### src/verilog/bstap_consts.vh
// Constants for the boundary-scan test access port
// Notes on behaviour
// - Leaving instruction capture loads the pattern 10000001 into the instruction shifter.
// - The serial output is driven from the falling edge after entering a shift state.
// - In instruction shift each rising edge moves one input bit in and one bit out.
// - The serial output floats from the falling edge after entering an exit1 state.
// - Update-IR loads the active instruction on the falling edge; all ones is bypass.
// - With bypass active, leaving data capture loads a 0 into the bypass stage.
// - Data shift under bypass is a one-stage path, so 101 in gives 010 out.
// - Without bypass, Update-DR copies the shifted data register to its holding stage on the falling edge.
// - Inputs are sampled on rising test clock edges, outputs change on falling edges.
`ifndef BSTAP_CONSTS_VH
`define BSTAP_CONSTS_VH
`define BSTAP_IR_W        8
`define BSTAP_IR_CAPTURE  8'h81
`define BSTAP_IR_BYPASS   8'hff
`define BSTAP_IR_RESET    8'hff
`define BSTAP_DR_W        8
`define BSTAP_DR_RESET    8'h00
`define BSTAP_ST_TLR      4'h0
`define BSTAP_ST_RTI      4'h1
`define BSTAP_ST_SELDR    4'h2
`define BSTAP_ST_CAPDR    4'h3
`define BSTAP_ST_SHDR     4'h4
`define BSTAP_ST_EX1DR    4'h5
`define BSTAP_ST_PAUDR    4'h6
`define BSTAP_ST_EX2DR    4'h7
`define BSTAP_ST_UPDR     4'h8
`define BSTAP_ST_SELIR    4'h9
`define BSTAP_ST_CAPIR    4'ha
`define BSTAP_ST_SHIR     4'hb
`define BSTAP_ST_EX1IR    4'hc
`define BSTAP_ST_PAUIR    4'hd
`define BSTAP_ST_EX2IR    4'he
`define BSTAP_ST_UPIR     4'hf
`endif

### src/verilog/bstap_sync.v
// Two-stage synchroniser for one asynchronous level
`timescale 1ns/1ps
module bstap_sync
(
  input  wire clock_in,
  input  wire rst_b_in,
  input  wire d_in,
  output reg  q_out
);
  reg meta_ff;

  always @(posedge clock_in or negedge rst_b_in)
  begin
    if (!rst_b_in)
    begin
      meta_ff <= 1'b0;
      q_out   <= 1'b0;
    end
    else
    begin
      meta_ff <= d_in;
      q_out   <= meta_ff;
    end
  end
endmodule

### src/verilog/bstap_top.v
// Test access port: controller, instruction register, bypass and data register
`timescale 1ns/1ps
`include "bstap_consts.vh"
module bstap_top
#(
  parameter DR_W = `BSTAP_DR_W
)
(
  input  wire            clock_in,
  input  wire            rst_b_in,
  input  wire            tck_in,
  input  wire            tms_in,
  input  wire            tdi_in,
  input  wire [DR_W-1:0] dr_par_in,
  output reg             tdo_out,
  output reg             tdo_oe_out,
  output reg  [7:0]      ir_active_out,
  output reg             bypass_sel_out,
  output reg  [DR_W-1:0] dr_hold_out,
  output reg  [3:0]      tap_state_out
);
  // ----------------------------------------------------------------
  // Pin synchronisers
  // ----------------------------------------------------------------
  wire tck_s;
  wire tms_s;
  wire tdi_s;

  bstap_sync u_sync_tck
  (
    .clock_in (clock_in),
    .rst_b_in (rst_b_in),
    .d_in     (tck_in),
    .q_out    (tck_s)
  );
  bstap_sync u_sync_tms
  (
    .clock_in (clock_in),
    .rst_b_in (rst_b_in),
    .d_in     (tms_in),
    .q_out    (tms_s)
  );
  bstap_sync u_sync_tdi
  (
    .clock_in (clock_in),
    .rst_b_in (rst_b_in),
    .d_in     (tdi_in),
    .q_out    (tdi_s)
  );

  // ----------------------------------------------------------------
  // Test clock edge detect
  // ----------------------------------------------------------------
  // Sync delay is small against the test clock period, and TMS/TDI go
  // through the same delay, so the sampled values still line up
  reg  tck_d_ff;
  wire tck_rise = tck_s & ~tck_d_ff;
  wire tck_fall = ~tck_s & tck_d_ff;

  // ----------------------------------------------------------------
  // Controller state
  // ----------------------------------------------------------------
  reg [3:0]      state_ff;
  reg [3:0]      nxt_state;
  reg [7:0]      ir_sh_ff;
  reg [DR_W-1:0] dr_sh_ff;
  reg            byp_ff;

  always @*
  begin
    nxt_state = state_ff;
    case (state_ff)
      `BSTAP_ST_TLR:   nxt_state = tms_s ? `BSTAP_ST_TLR   : `BSTAP_ST_RTI;
      `BSTAP_ST_RTI:   nxt_state = tms_s ? `BSTAP_ST_SELDR : `BSTAP_ST_RTI;
      `BSTAP_ST_SELDR: nxt_state = tms_s ? `BSTAP_ST_SELIR : `BSTAP_ST_CAPDR;
      `BSTAP_ST_CAPDR: nxt_state = tms_s ? `BSTAP_ST_EX1DR : `BSTAP_ST_SHDR;
      `BSTAP_ST_SHDR:  nxt_state = tms_s ? `BSTAP_ST_EX1DR : `BSTAP_ST_SHDR;
      `BSTAP_ST_EX1DR: nxt_state = tms_s ? `BSTAP_ST_UPDR  : `BSTAP_ST_PAUDR;
      `BSTAP_ST_PAUDR: nxt_state = tms_s ? `BSTAP_ST_EX2DR : `BSTAP_ST_PAUDR;
      `BSTAP_ST_EX2DR: nxt_state = tms_s ? `BSTAP_ST_UPDR  : `BSTAP_ST_SHDR;
      `BSTAP_ST_UPDR:  nxt_state = tms_s ? `BSTAP_ST_SELDR : `BSTAP_ST_RTI;
      `BSTAP_ST_SELIR: nxt_state = tms_s ? `BSTAP_ST_TLR   : `BSTAP_ST_CAPIR;
      `BSTAP_ST_CAPIR: nxt_state = tms_s ? `BSTAP_ST_EX1IR : `BSTAP_ST_SHIR;
      `BSTAP_ST_SHIR:  nxt_state = tms_s ? `BSTAP_ST_EX1IR : `BSTAP_ST_SHIR;
      `BSTAP_ST_EX1IR: nxt_state = tms_s ? `BSTAP_ST_UPIR  : `BSTAP_ST_PAUIR;
      `BSTAP_ST_PAUIR: nxt_state = tms_s ? `BSTAP_ST_EX2IR : `BSTAP_ST_PAUIR;
      `BSTAP_ST_EX2IR: nxt_state = tms_s ? `BSTAP_ST_UPIR  : `BSTAP_ST_SHIR;
      `BSTAP_ST_UPIR:  nxt_state = tms_s ? `BSTAP_ST_SELDR : `BSTAP_ST_RTI;
      default:         nxt_state = `BSTAP_ST_TLR;
    endcase
  end

  // ----------------------------------------------------------------
  // Scan path decode
  // ----------------------------------------------------------------
  // Decoded from the active instruction, so a new code acts only after Update-IR
  wire bypass_now = (ir_active_out == `BSTAP_IR_BYPASS);
  wire shifting   = (state_ff == `BSTAP_ST_SHIR) || (state_ff == `BSTAP_ST_SHDR);

  // ----------------------------------------------------------------
  // Shift stage next values, applied only on a test clock rise
  // ----------------------------------------------------------------
  reg [7:0]      nxt_ir_sh;
  reg [DR_W-1:0] nxt_dr_sh;
  reg            nxt_byp;

  always @*
  begin
    nxt_ir_sh = ir_sh_ff;
    nxt_dr_sh = dr_sh_ff;
    nxt_byp   = byp_ff;
    case (state_ff)
      `BSTAP_ST_CAPIR:
      begin
        nxt_ir_sh = `BSTAP_IR_CAPTURE;
      end
      `BSTAP_ST_SHIR:
      begin
        nxt_ir_sh = {tdi_s, ir_sh_ff[7:1]};
      end
      `BSTAP_ST_CAPDR:
      begin
        // Only the selected register captures; the other keeps its bits
        if (bypass_now)
          nxt_byp = 1'b0;
        else
          nxt_dr_sh = dr_par_in;
      end
      `BSTAP_ST_SHDR:
      begin
        if (bypass_now)
          nxt_byp = tdi_s;
        else
          nxt_dr_sh = {tdi_s, dr_sh_ff[DR_W-1:1]};
      end
      default:
      begin
        nxt_ir_sh = ir_sh_ff;
      end
    endcase
  end

  // ----------------------------------------------------------------
  // Rising edge: sample inputs, advance state, shift
  // ----------------------------------------------------------------
  always @(posedge clock_in or negedge rst_b_in)
  begin
    if (!rst_b_in)
    begin
      tck_d_ff <= 1'b0;
      state_ff <= `BSTAP_ST_TLR;
      ir_sh_ff <= `BSTAP_IR_RESET;
      dr_sh_ff <= `BSTAP_DR_RESET;
      byp_ff   <= 1'b0;
    end
    else
    begin
      tck_d_ff <= tck_s;
      if (tck_rise)
      begin
        state_ff <= nxt_state;
        ir_sh_ff <= nxt_ir_sh;
        dr_sh_ff <= nxt_dr_sh;
        byp_ff   <= nxt_byp;
      end
    end
  end

  // ----------------------------------------------------------------
  // Output next values, applied only on a test clock fall
  // ----------------------------------------------------------------
  reg            nxt_tdo;
  reg [7:0]      nxt_ir_active;
  reg            nxt_bypass_sel;
  reg [DR_W-1:0] nxt_dr_hold;

  always @*
  begin
    nxt_tdo        = tdo_out;
    nxt_ir_active  = ir_active_out;
    nxt_bypass_sel = bypass_sel_out;
    nxt_dr_hold    = dr_hold_out;
    if (state_ff == `BSTAP_ST_SHIR)
      nxt_tdo = ir_sh_ff[0];
    else if (state_ff == `BSTAP_ST_SHDR)
      nxt_tdo = bypass_now ? byp_ff : dr_sh_ff[0];
    if (state_ff == `BSTAP_ST_TLR)
    begin
      // Reset state forces bypass so no scan path is left half-set
      nxt_ir_active  = `BSTAP_IR_RESET;
      nxt_bypass_sel = 1'b1;
    end
    else if (state_ff == `BSTAP_ST_UPIR)
    begin
      nxt_ir_active  = ir_sh_ff;
      nxt_bypass_sel = (ir_sh_ff == `BSTAP_IR_BYPASS);
    end
    // Bypass has no holding stage, so an update under bypass leaves it alone
    if (state_ff == `BSTAP_ST_UPDR && !bypass_now)
      nxt_dr_hold = dr_sh_ff;
  end

  // ----------------------------------------------------------------
  // Falling edge: outputs and updates
  // ----------------------------------------------------------------
  always @(posedge clock_in or negedge rst_b_in)
  begin
    if (!rst_b_in)
    begin
      tdo_out        <= 1'b0;
      tdo_oe_out     <= 1'b0;
      ir_active_out  <= `BSTAP_IR_RESET;
      bypass_sel_out <= 1'b1;
      dr_hold_out    <= `BSTAP_DR_RESET;
      tap_state_out  <= `BSTAP_ST_TLR;
    end
    else if (tck_fall)
    begin
      tap_state_out  <= state_ff;
      tdo_oe_out     <= shifting;
      tdo_out        <= nxt_tdo;
      ir_active_out  <= nxt_ir_active;
      bypass_sel_out <= nxt_bypass_sel;
      dr_hold_out    <= nxt_dr_hold;
    end
  end
endmodule
### config.mk
export PLATFORM = sky130hd
export DESIGN_NAME = bstap_top
export DESIGN_NICKNAME = d
export VERILOG_FILES = /design/src/verilog/bstap_sync.v /design/src/verilog/bstap_top.v
export VERILOG_INCLUDE_DIRS = /design/src /design/src/verilog
export SDC_FILE = /design/constraint.sdc
export NUM_CORES = 1
export LEC_CHECK = 0
export BUFFER_PORTS_ARGS = -buffer_cell sky130_fd_sc_hd__buf_2
export CORE_MARGIN = 3
export CORE_UTILIZATION = 30
export CTS_CLUSTER_SIZE = 30
export DETAILED_ROUTE_END_ITERATION = 16
export MAX_ROUTING_LAYER = met4
export PLACE_DENSITY = 0.6
export SLEW_MARGIN = 15
export SYNTH_ARGS = -nofsm -noshare
export SYNTH_HDL_FRONTEND = slang
export SYNTH_SLANG_ARGS = --single-unit
### constraint.sdc
create_clock -name clock_in -period 1.92 [get_ports clock_in]
set_clock_uncertainty 0.2 [all_clocks]
set_input_delay 0.384 -clock clock_in [delete_from_list [all_inputs] [get_ports clock_in]]
set_output_delay 0.384 -clock clock_in [all_outputs]
set_load 0.02 [all_outputs]
[Word level (Yosys, flattened, before mapping)]
Cells that the tools add are included.
Word-level totals
  logic and storage cells: 86
  bits in registers: 51
Cells by class
  bitwise logic cells: 4
  multiplexer cells: 27
  equal/unequal tests: 21
  reductions and logical operators: 17
Operator list (number)
  4-bit case mux with 12 select lines: 1
  4-bit equality test, second input constant: 8
  8-bit 2-to-1 mux: 4
  8-bit case mux with 2 select lines: 2
  4-bit by 3-bit equality test with 1-bit output, second input constant: 4
  8-bit equality test, second input constant: 2
  4-bit 2-to-1 mux: 4
  1-bit 2-to-1 mux: 10
  4-bit by 2-bit equality test with 1-bit output, second input constant: 2
  2-bit inequality test, second input constant: 4
  2-bit AND reduction: 4
  4-bit AND reduction: 2
  2-bit nonzero test: 4
  2-bit 2-to-1 mux: 3
  3-bit 2-to-1 mux: 2
  4-bit by 1-bit equality test with 1-bit output, second input constant: 1
  4-bit logical NOT: 1
  2-bit OR reduction: 2
  3-bit OR reduction: 1
  1-bit AND: 2
  1-bit inverter: 2
  1-bit case mux with 2 select lines: 1
  1-bit logical AND: 1
  1-bit logical NOT: 1
  1-bit logical OR: 1

[Longest topological paths before layout]
  depth after elaboration: 4
  depth in mapped cells: 7
  depth with buffers taken out: 4

[Hierarchy]
From an unflattened synthesis, not the netlist that was laid out.
Unflattened totals
  cells, all modules: 222
  area, all modules: 2371.0 um^2
By module, submodules not included
  bstap_top: cells each 216, area each 2220.9 um^2, sequential area each 1147.4 um^2, times used 1
  bstap_sync: cells each 2, area each 50.0 um^2, sequential area each 50.0 um^2, times used 3

[Worst setup path after synthesis]
No wires, ideal clock.
  path type: register to register
  start point: register ir_active_out[6]
  end point: register dr_hold_out[0]
  data arrival time: 1.660 ns
  cell stages (with the launch flop): 6
  library setup time: 0.125 ns
  buffers on the path: 1
  path slack: -0.064 ns
  required time: 1.595 ns
  cells stage by stage: dfstp_2 nand4_1 or2_2 clkbuf_1 nand4_2 mux2_2
Between the ends
  word-level cells in the longest chain between the ends: 4
Ends and longest elaborated chain
  start: declaration: line bstap_top.v:17  | output reg [7:0] ir_active_out,
  start signal: assignment: line bstap_top.v:212  | ir_active_out <= `BSTAP_IR_RESET;
  start signal: assignment: line bstap_top.v:222  | ir_active_out <= nxt_ir_active;
  8-bit equality test (no source line)
  1-bit logical NOT: line bstap_top.v:199  | if (state_ff == `BSTAP_ST_UPDR && !bypass_now)
  1-bit logical AND: line bstap_top.v:199
  2-bit AND reduction (no source line)
  end signal: assignment: line bstap_top.v:214  | dr_hold_out <= `BSTAP_DR_RESET;
  end signal: assignment: line bstap_top.v:224  | dr_hold_out <= nxt_dr_hold;
  end: declaration: line bstap_top.v:19  | output reg [DR_W-1:0] dr_hold_out,
No other way between the ends.
A chain may end at the register's enable or synchronous reset.

[Worst setup path in the final report]
  start point: register state_ff[0]
  end point: register dr_sh_ff[2]
Between the ends
  word-level cells in the longest chain between the ends: 3
  elaborated cells between the ends (all ways): 7
Ends and longest elaborated chain
  start: declaration: line bstap_top.v:63  | reg [3:0] state_ff;
  start signal: assignment: line bstap_top.v:151  | state_ff <= `BSTAP_ST_TLR;
  start signal: assignment: line bstap_top.v:161  | state_ff <= nxt_state;
  4-bit by 2-bit equality test with 1-bit output or 4-bit by 3-bit equality test with 1-bit output (tied branches): line bstap_top.v:112  | case (state_ff)
  2-bit inequality test (no source line) or 2-bit nonzero test (tied branches)
  4-bit AND reduction (no source line)
  end signal: assignment: line bstap_top.v:153  | dr_sh_ff <= `BSTAP_DR_RESET;
  end signal: assignment: line bstap_top.v:163  | dr_sh_ff <= nxt_dr_sh;
  end: declaration: line bstap_top.v:66  | reg [DR_W-1:0] dr_sh_ff;
Several ways; a longest one is shown, not always the timed one.

==> results.md <==
* TritonCTS clock tree: done
* Max Cap Viol at 0
* Mean routed wirelength per cell at 13.1 µm
* Number of nets with antenna violations after detailed routing at 0
* Total area of multi-input combinational cells at 1000 µm²
* Total number of placement rows at 31
* Most common cell in the netlist: sky130_fd_sc_hd__dfrtp_1
* Area growth from synthesis to final layout at 24.5%
* Most frequent cells after synthesis: sky130_fd_sc_hd__dfrtp_1, sky130_fd_sc_hd__mux2_2, sky130_fd_sc_hd__nand2_1, sky130_fd_sc_hd__nor2_1, sky130_fd_sc_hd__dfstp_2
* Overall die area at 9010 µm²
* Maximum clock path buffer count at 2
* Setup-violating endpoint count in the final report at 0
* Design Power at 4.13 mW
* Net Sw Power at 1.58 mW
* Maximum clock frequency at 0.533 GHz
* Run status: complete, no violations
* Max-slew headroom at the worst pin at 72.2%
* Starting Density at 31.8%
* Pre-CTS setup slack at 0.0102 ns
* Worst IR drop on VDD at 568 µV
* Core Util, Final at 39.6%
* GP Congestion at 0.841
* Asr flop ratio synth at 100%
* Crit path time final at 1.88 ns
* Hold path startpoint: u_sync_tck.meta_ff
* CTS buffer count at 5
* Worst Path Required at 1.91 ns
* Worst Tran Pin Value at 0.415 ns
* Worst Path Class, Setup: flip-flop to flip-flop
* Fraction of final layout cells sized beyond drive strength 1 at 44.7%
* Final Hold Viols at 0
* Iter 0 DRT Violations at 142
* Synthesized instance count at 222
* Minimum setup slack in the final design at 0.0428 ns
* Critical-path top delay cell: sky130_fd_sc_hd__dfrtp_2
* Average footprint of a synthesized cell at 10.7 µm²
* Worst min-delay path endpoint: u_sync_tck.q_out
* First-pass GRT wire length at 8400 µm
* HPWL after detailed placement at 3460 µm
* Cells along the critical path: nor4b_4 > buf_6 > mux2_2 > mux2_2
* Number of global-route vias before repair at 1747
* Die boundary height at 94.9 µm
* Number of synthesized flops with an enable pin at 0
* Core area at 7450 µm²
* Power density of the placed cells at 1400 nW/µm²
* Share of power burned in registers at 42.6%
* Post-Syn Nets at 235
* Total wirelength of the detailed-routed design at 4890 µm
* Total vias in the final route at 1734
* Area share of the largest cell type after synthesis at 35.9%
* Most numerous cell on the critical path: sky130_fd_sc_hd__mux2_2
* Worst-Skew Late Latency at 0.30 ns
* Class of the worst hold path: flip-flop to flip-flop
* H-Tree Level Count at 2
* Antenna cells at 0
* Net total in the final layout at 287
* Area of all sequential standard cells at 1300 µm²
* Worst stage delay on the critical path at 0.47 ns
* Count of warnings emitted by yosys at 0
* Initial antenna violation count at 0
* Number of detailed-route iterations in the first pass at 4
* Number of unique standard cell types used by synthesis at 38
* Ranking of synthesized cells by area: sky130_fd_sc_hd__dfrtp_1, sky130_fd_sc_hd__dfstp_2, sky130_fd_sc_hd__mux2_2, sky130_fd_sc_hd__nand2_1, sky130_fd_sc_hd__nor2_1
* Proportion of synthesized chip area in sequential cells at 54.7%
* Fill count at 754
* Sink count of the clock tree at 51
* Unrepaired setup endpoints after global routing: yes
* Remaining routing DRC violations at 0
* Number of flip-flops and latches in the synthesized netlist at 51
* Post-synth top flop: sky130_fd_sc_hd__dfrtp_1
* Switching power share of the total at 38.2%
* Post-route design area at 2950 µm²
* Boundary Pins at 36
* Post-Synthesis Cell Area at 2370 µm²
* Length in cells of the worst reg-to-reg path at 4
* Worst Path Arrival at 1.86 ns
* Tcrit/Tclk final at 97.8%
* Start of the worst register-to-register path: state_ff[0]
* I/O Buffers at 35
* Clock power share at 14.4%
* Pin count of the biggest net entering global routing at 52
* Register-to-register setup slack at 0.04 ns
* Endpoint kind of the worst setup timing path: flip-flop
* Logic pwr share at 43.0%
* Leading area contributor after synthesis: sky130_fd_sc_hd__dfrtp_1
* Endpoint of the most critical register-to-register path: dr_sh_ff[2]
* Total grt overflow at 0
* Critical path startpoint category: flip-flop
* Leakage component of the power at 1.31 nW
* Clock root buffer: sky130_fd_sc_hd__clkbuf_8
* Instance area after placement at 2770 µm²
* Number of vias per cell after detailed routing at 4.64
* Hold Worst Slack at 0.153 ns
* Min-Delay Path Depth at 0
* Horizontal extent of the die at 94.9 µm
* Largest driver fanout on the critical path at 9
* Clock slew at reported path FFs at 0.09 ns
* Final slew viol count at 0
* Total GRT Usage at 12.2%
* Internal power component at 2.55 mW
[registers in the layout, indices dropped and copies added, names as in the netlist]
signal,flops
tck_d_ff,1
state_ff,4
u_sync_tck.meta_ff,1
dr_sh_ff,8
byp_ff,1
u_sync_tdi.meta_ff,1
tdo_out,1
u_sync_tdi.q_out,1
u_sync_tms.meta_ff,1
u_sync_tms.q_out,1
ir_sh_ff,8
tdo_oe_out,1
u_sync_tck.q_out,1
tap_state_out,4
bypass_sel_out,1
dr_hold_out,8
ir_active_out,8
[cells in the final DEF, fill, tap and decap left out, types with 2 or more instances in the layout]
| cell | count |
|---|---|
| sky130_fd_sc_hd__a21oi_1 | 10 |
| sky130_fd_sc_hd__a21oi_2 | 4 |
| sky130_fd_sc_hd__a31oi_1 | 6 |
| sky130_fd_sc_hd__buf_12 | 2 |
| sky130_fd_sc_hd__buf_2 | 35 |
| sky130_fd_sc_hd__buf_4 | 18 |
| sky130_fd_sc_hd__buf_6 | 2 |
| sky130_fd_sc_hd__clkbuf_1 | 2 |
| sky130_fd_sc_hd__clkbuf_8 | 5 |
| sky130_fd_sc_hd__dfrtp_1 | 31 |
| sky130_fd_sc_hd__dfrtp_2 | 3 |
| sky130_fd_sc_hd__dfstp_2 | 17 |
| sky130_fd_sc_hd__dlygate4sd3_1 | 4 |
| sky130_fd_sc_hd__inv_1 | 8 |
| sky130_fd_sc_hd__mux2_2 | 23 |
| sky130_fd_sc_hd__nand2_1 | 22 |
| sky130_fd_sc_hd__nand2b_1 | 3 |
| sky130_fd_sc_hd__nand3_1 | 9 |
| sky130_fd_sc_hd__nand4_1 | 6 |
| sky130_fd_sc_hd__nor2_1 | 20 |
| sky130_fd_sc_hd__nor2_2 | 3 |
| sky130_fd_sc_hd__nor2b_1 | 5 |
| sky130_fd_sc_hd__o211ai_1 | 4 |
| sky130_fd_sc_hd__o21ai_0 | 10 |
[cell type report]
class / count / share of cell area, %
Clock buffer: 7 / 2.59
Clock inverter: 1 / 0.170
Inverter: 8 / 1.02
Multi-Input combinational cell: 147 / 34.0
Sequential cell: 51 / 44.1
Tap cell: 99 / 4.20
Timing Repair Buffer: 61 / 14.0
[repair_timing]
action                     in CTS  in global routing
resized for setup               2                 10
hold endpoints to repair       37                  0
pin swaps                       0                  2
setup endpoints to repair       1                 25
gates cloned                    0                  0
buffers inserted                0                  3
hold buffers                    4                  0
[worst max-delay path by stage]
stage / from / end
after floorplan: ir_active_out[0] / dr_sh_ff[0]
after global placement: state_ff[1] / dr_sh_ff[6]
after detailed placement: state_ff[2] / dr_sh_ff[2]
after CTS: state_ff[1] / dr_sh_ff[2]
after global routing: state_ff[1] / dr_sh_ff[6]
final: state_ff[0] / dr_sh_ff[2]
[logic make-up (layout without fill, tap and decap cells)]
group / after synthesis / in the layout / synth area share, %
AND/OR/NAND/NOR: 81 / 81 / 17.6
AO/OA/AOI/OAI: 42 / 42 / 11.3
buffers and inverters: 24 / 77 / 5.12
XOR/XNOR: 1 / 1 / 0.369
flip-flops: 51 / 51 / 54.7
multiplexers: 23 / 23 / 10.9
[metrics by stage]
stage	std cells	setup TNS [ns]
floorplan	222	-0.0515
detailed placement	359	0
finish	374	0
global placement	359	0
CTS	371	0
global route	374	-0.198
[worst max-delay path: cells and delay by family (launching register included)]
kind / cells / cell delay [ns]
buffers and inverters: 1 / 0.18
and+or+nand+nor: 1 / 0.31
muxes: 2 / 0.60
DFF: 1 / 0.47
[power by group through the flow]
| stage | clock (mW) | combinational, mW | sequential (mW) |
|---|---|---|---|
| after floorplan | 0 | 1.01 | 1.89 |
| after global placement | 0 | 1.70 | 1.76 |
| after detailed placement | 0 | 1.72 | 1.77 |
| after CTS | 0.621 | 1.74 | 1.75 |
| after global routing | 0.658 | 1.98 | 1.81 |
| final | 0.595 | 1.77 | 1.76 |
[metal layers]
metal | up-vias | wire length [µm] | GRT usage [%] | share of wire, %
met5 | - | 0 | - | 0
met4 | 0 | 23 | 2.64 | 0.47
met3 | 4 | 262 | 3.03 | 5.4
met2 | 43 | 2130 | 17.4 | 43
met1 | 814 | 2480 | 17.4 | 51
li1 | 873 | - | - | -
Note: power is estimated with default switching activity, not from simulation.
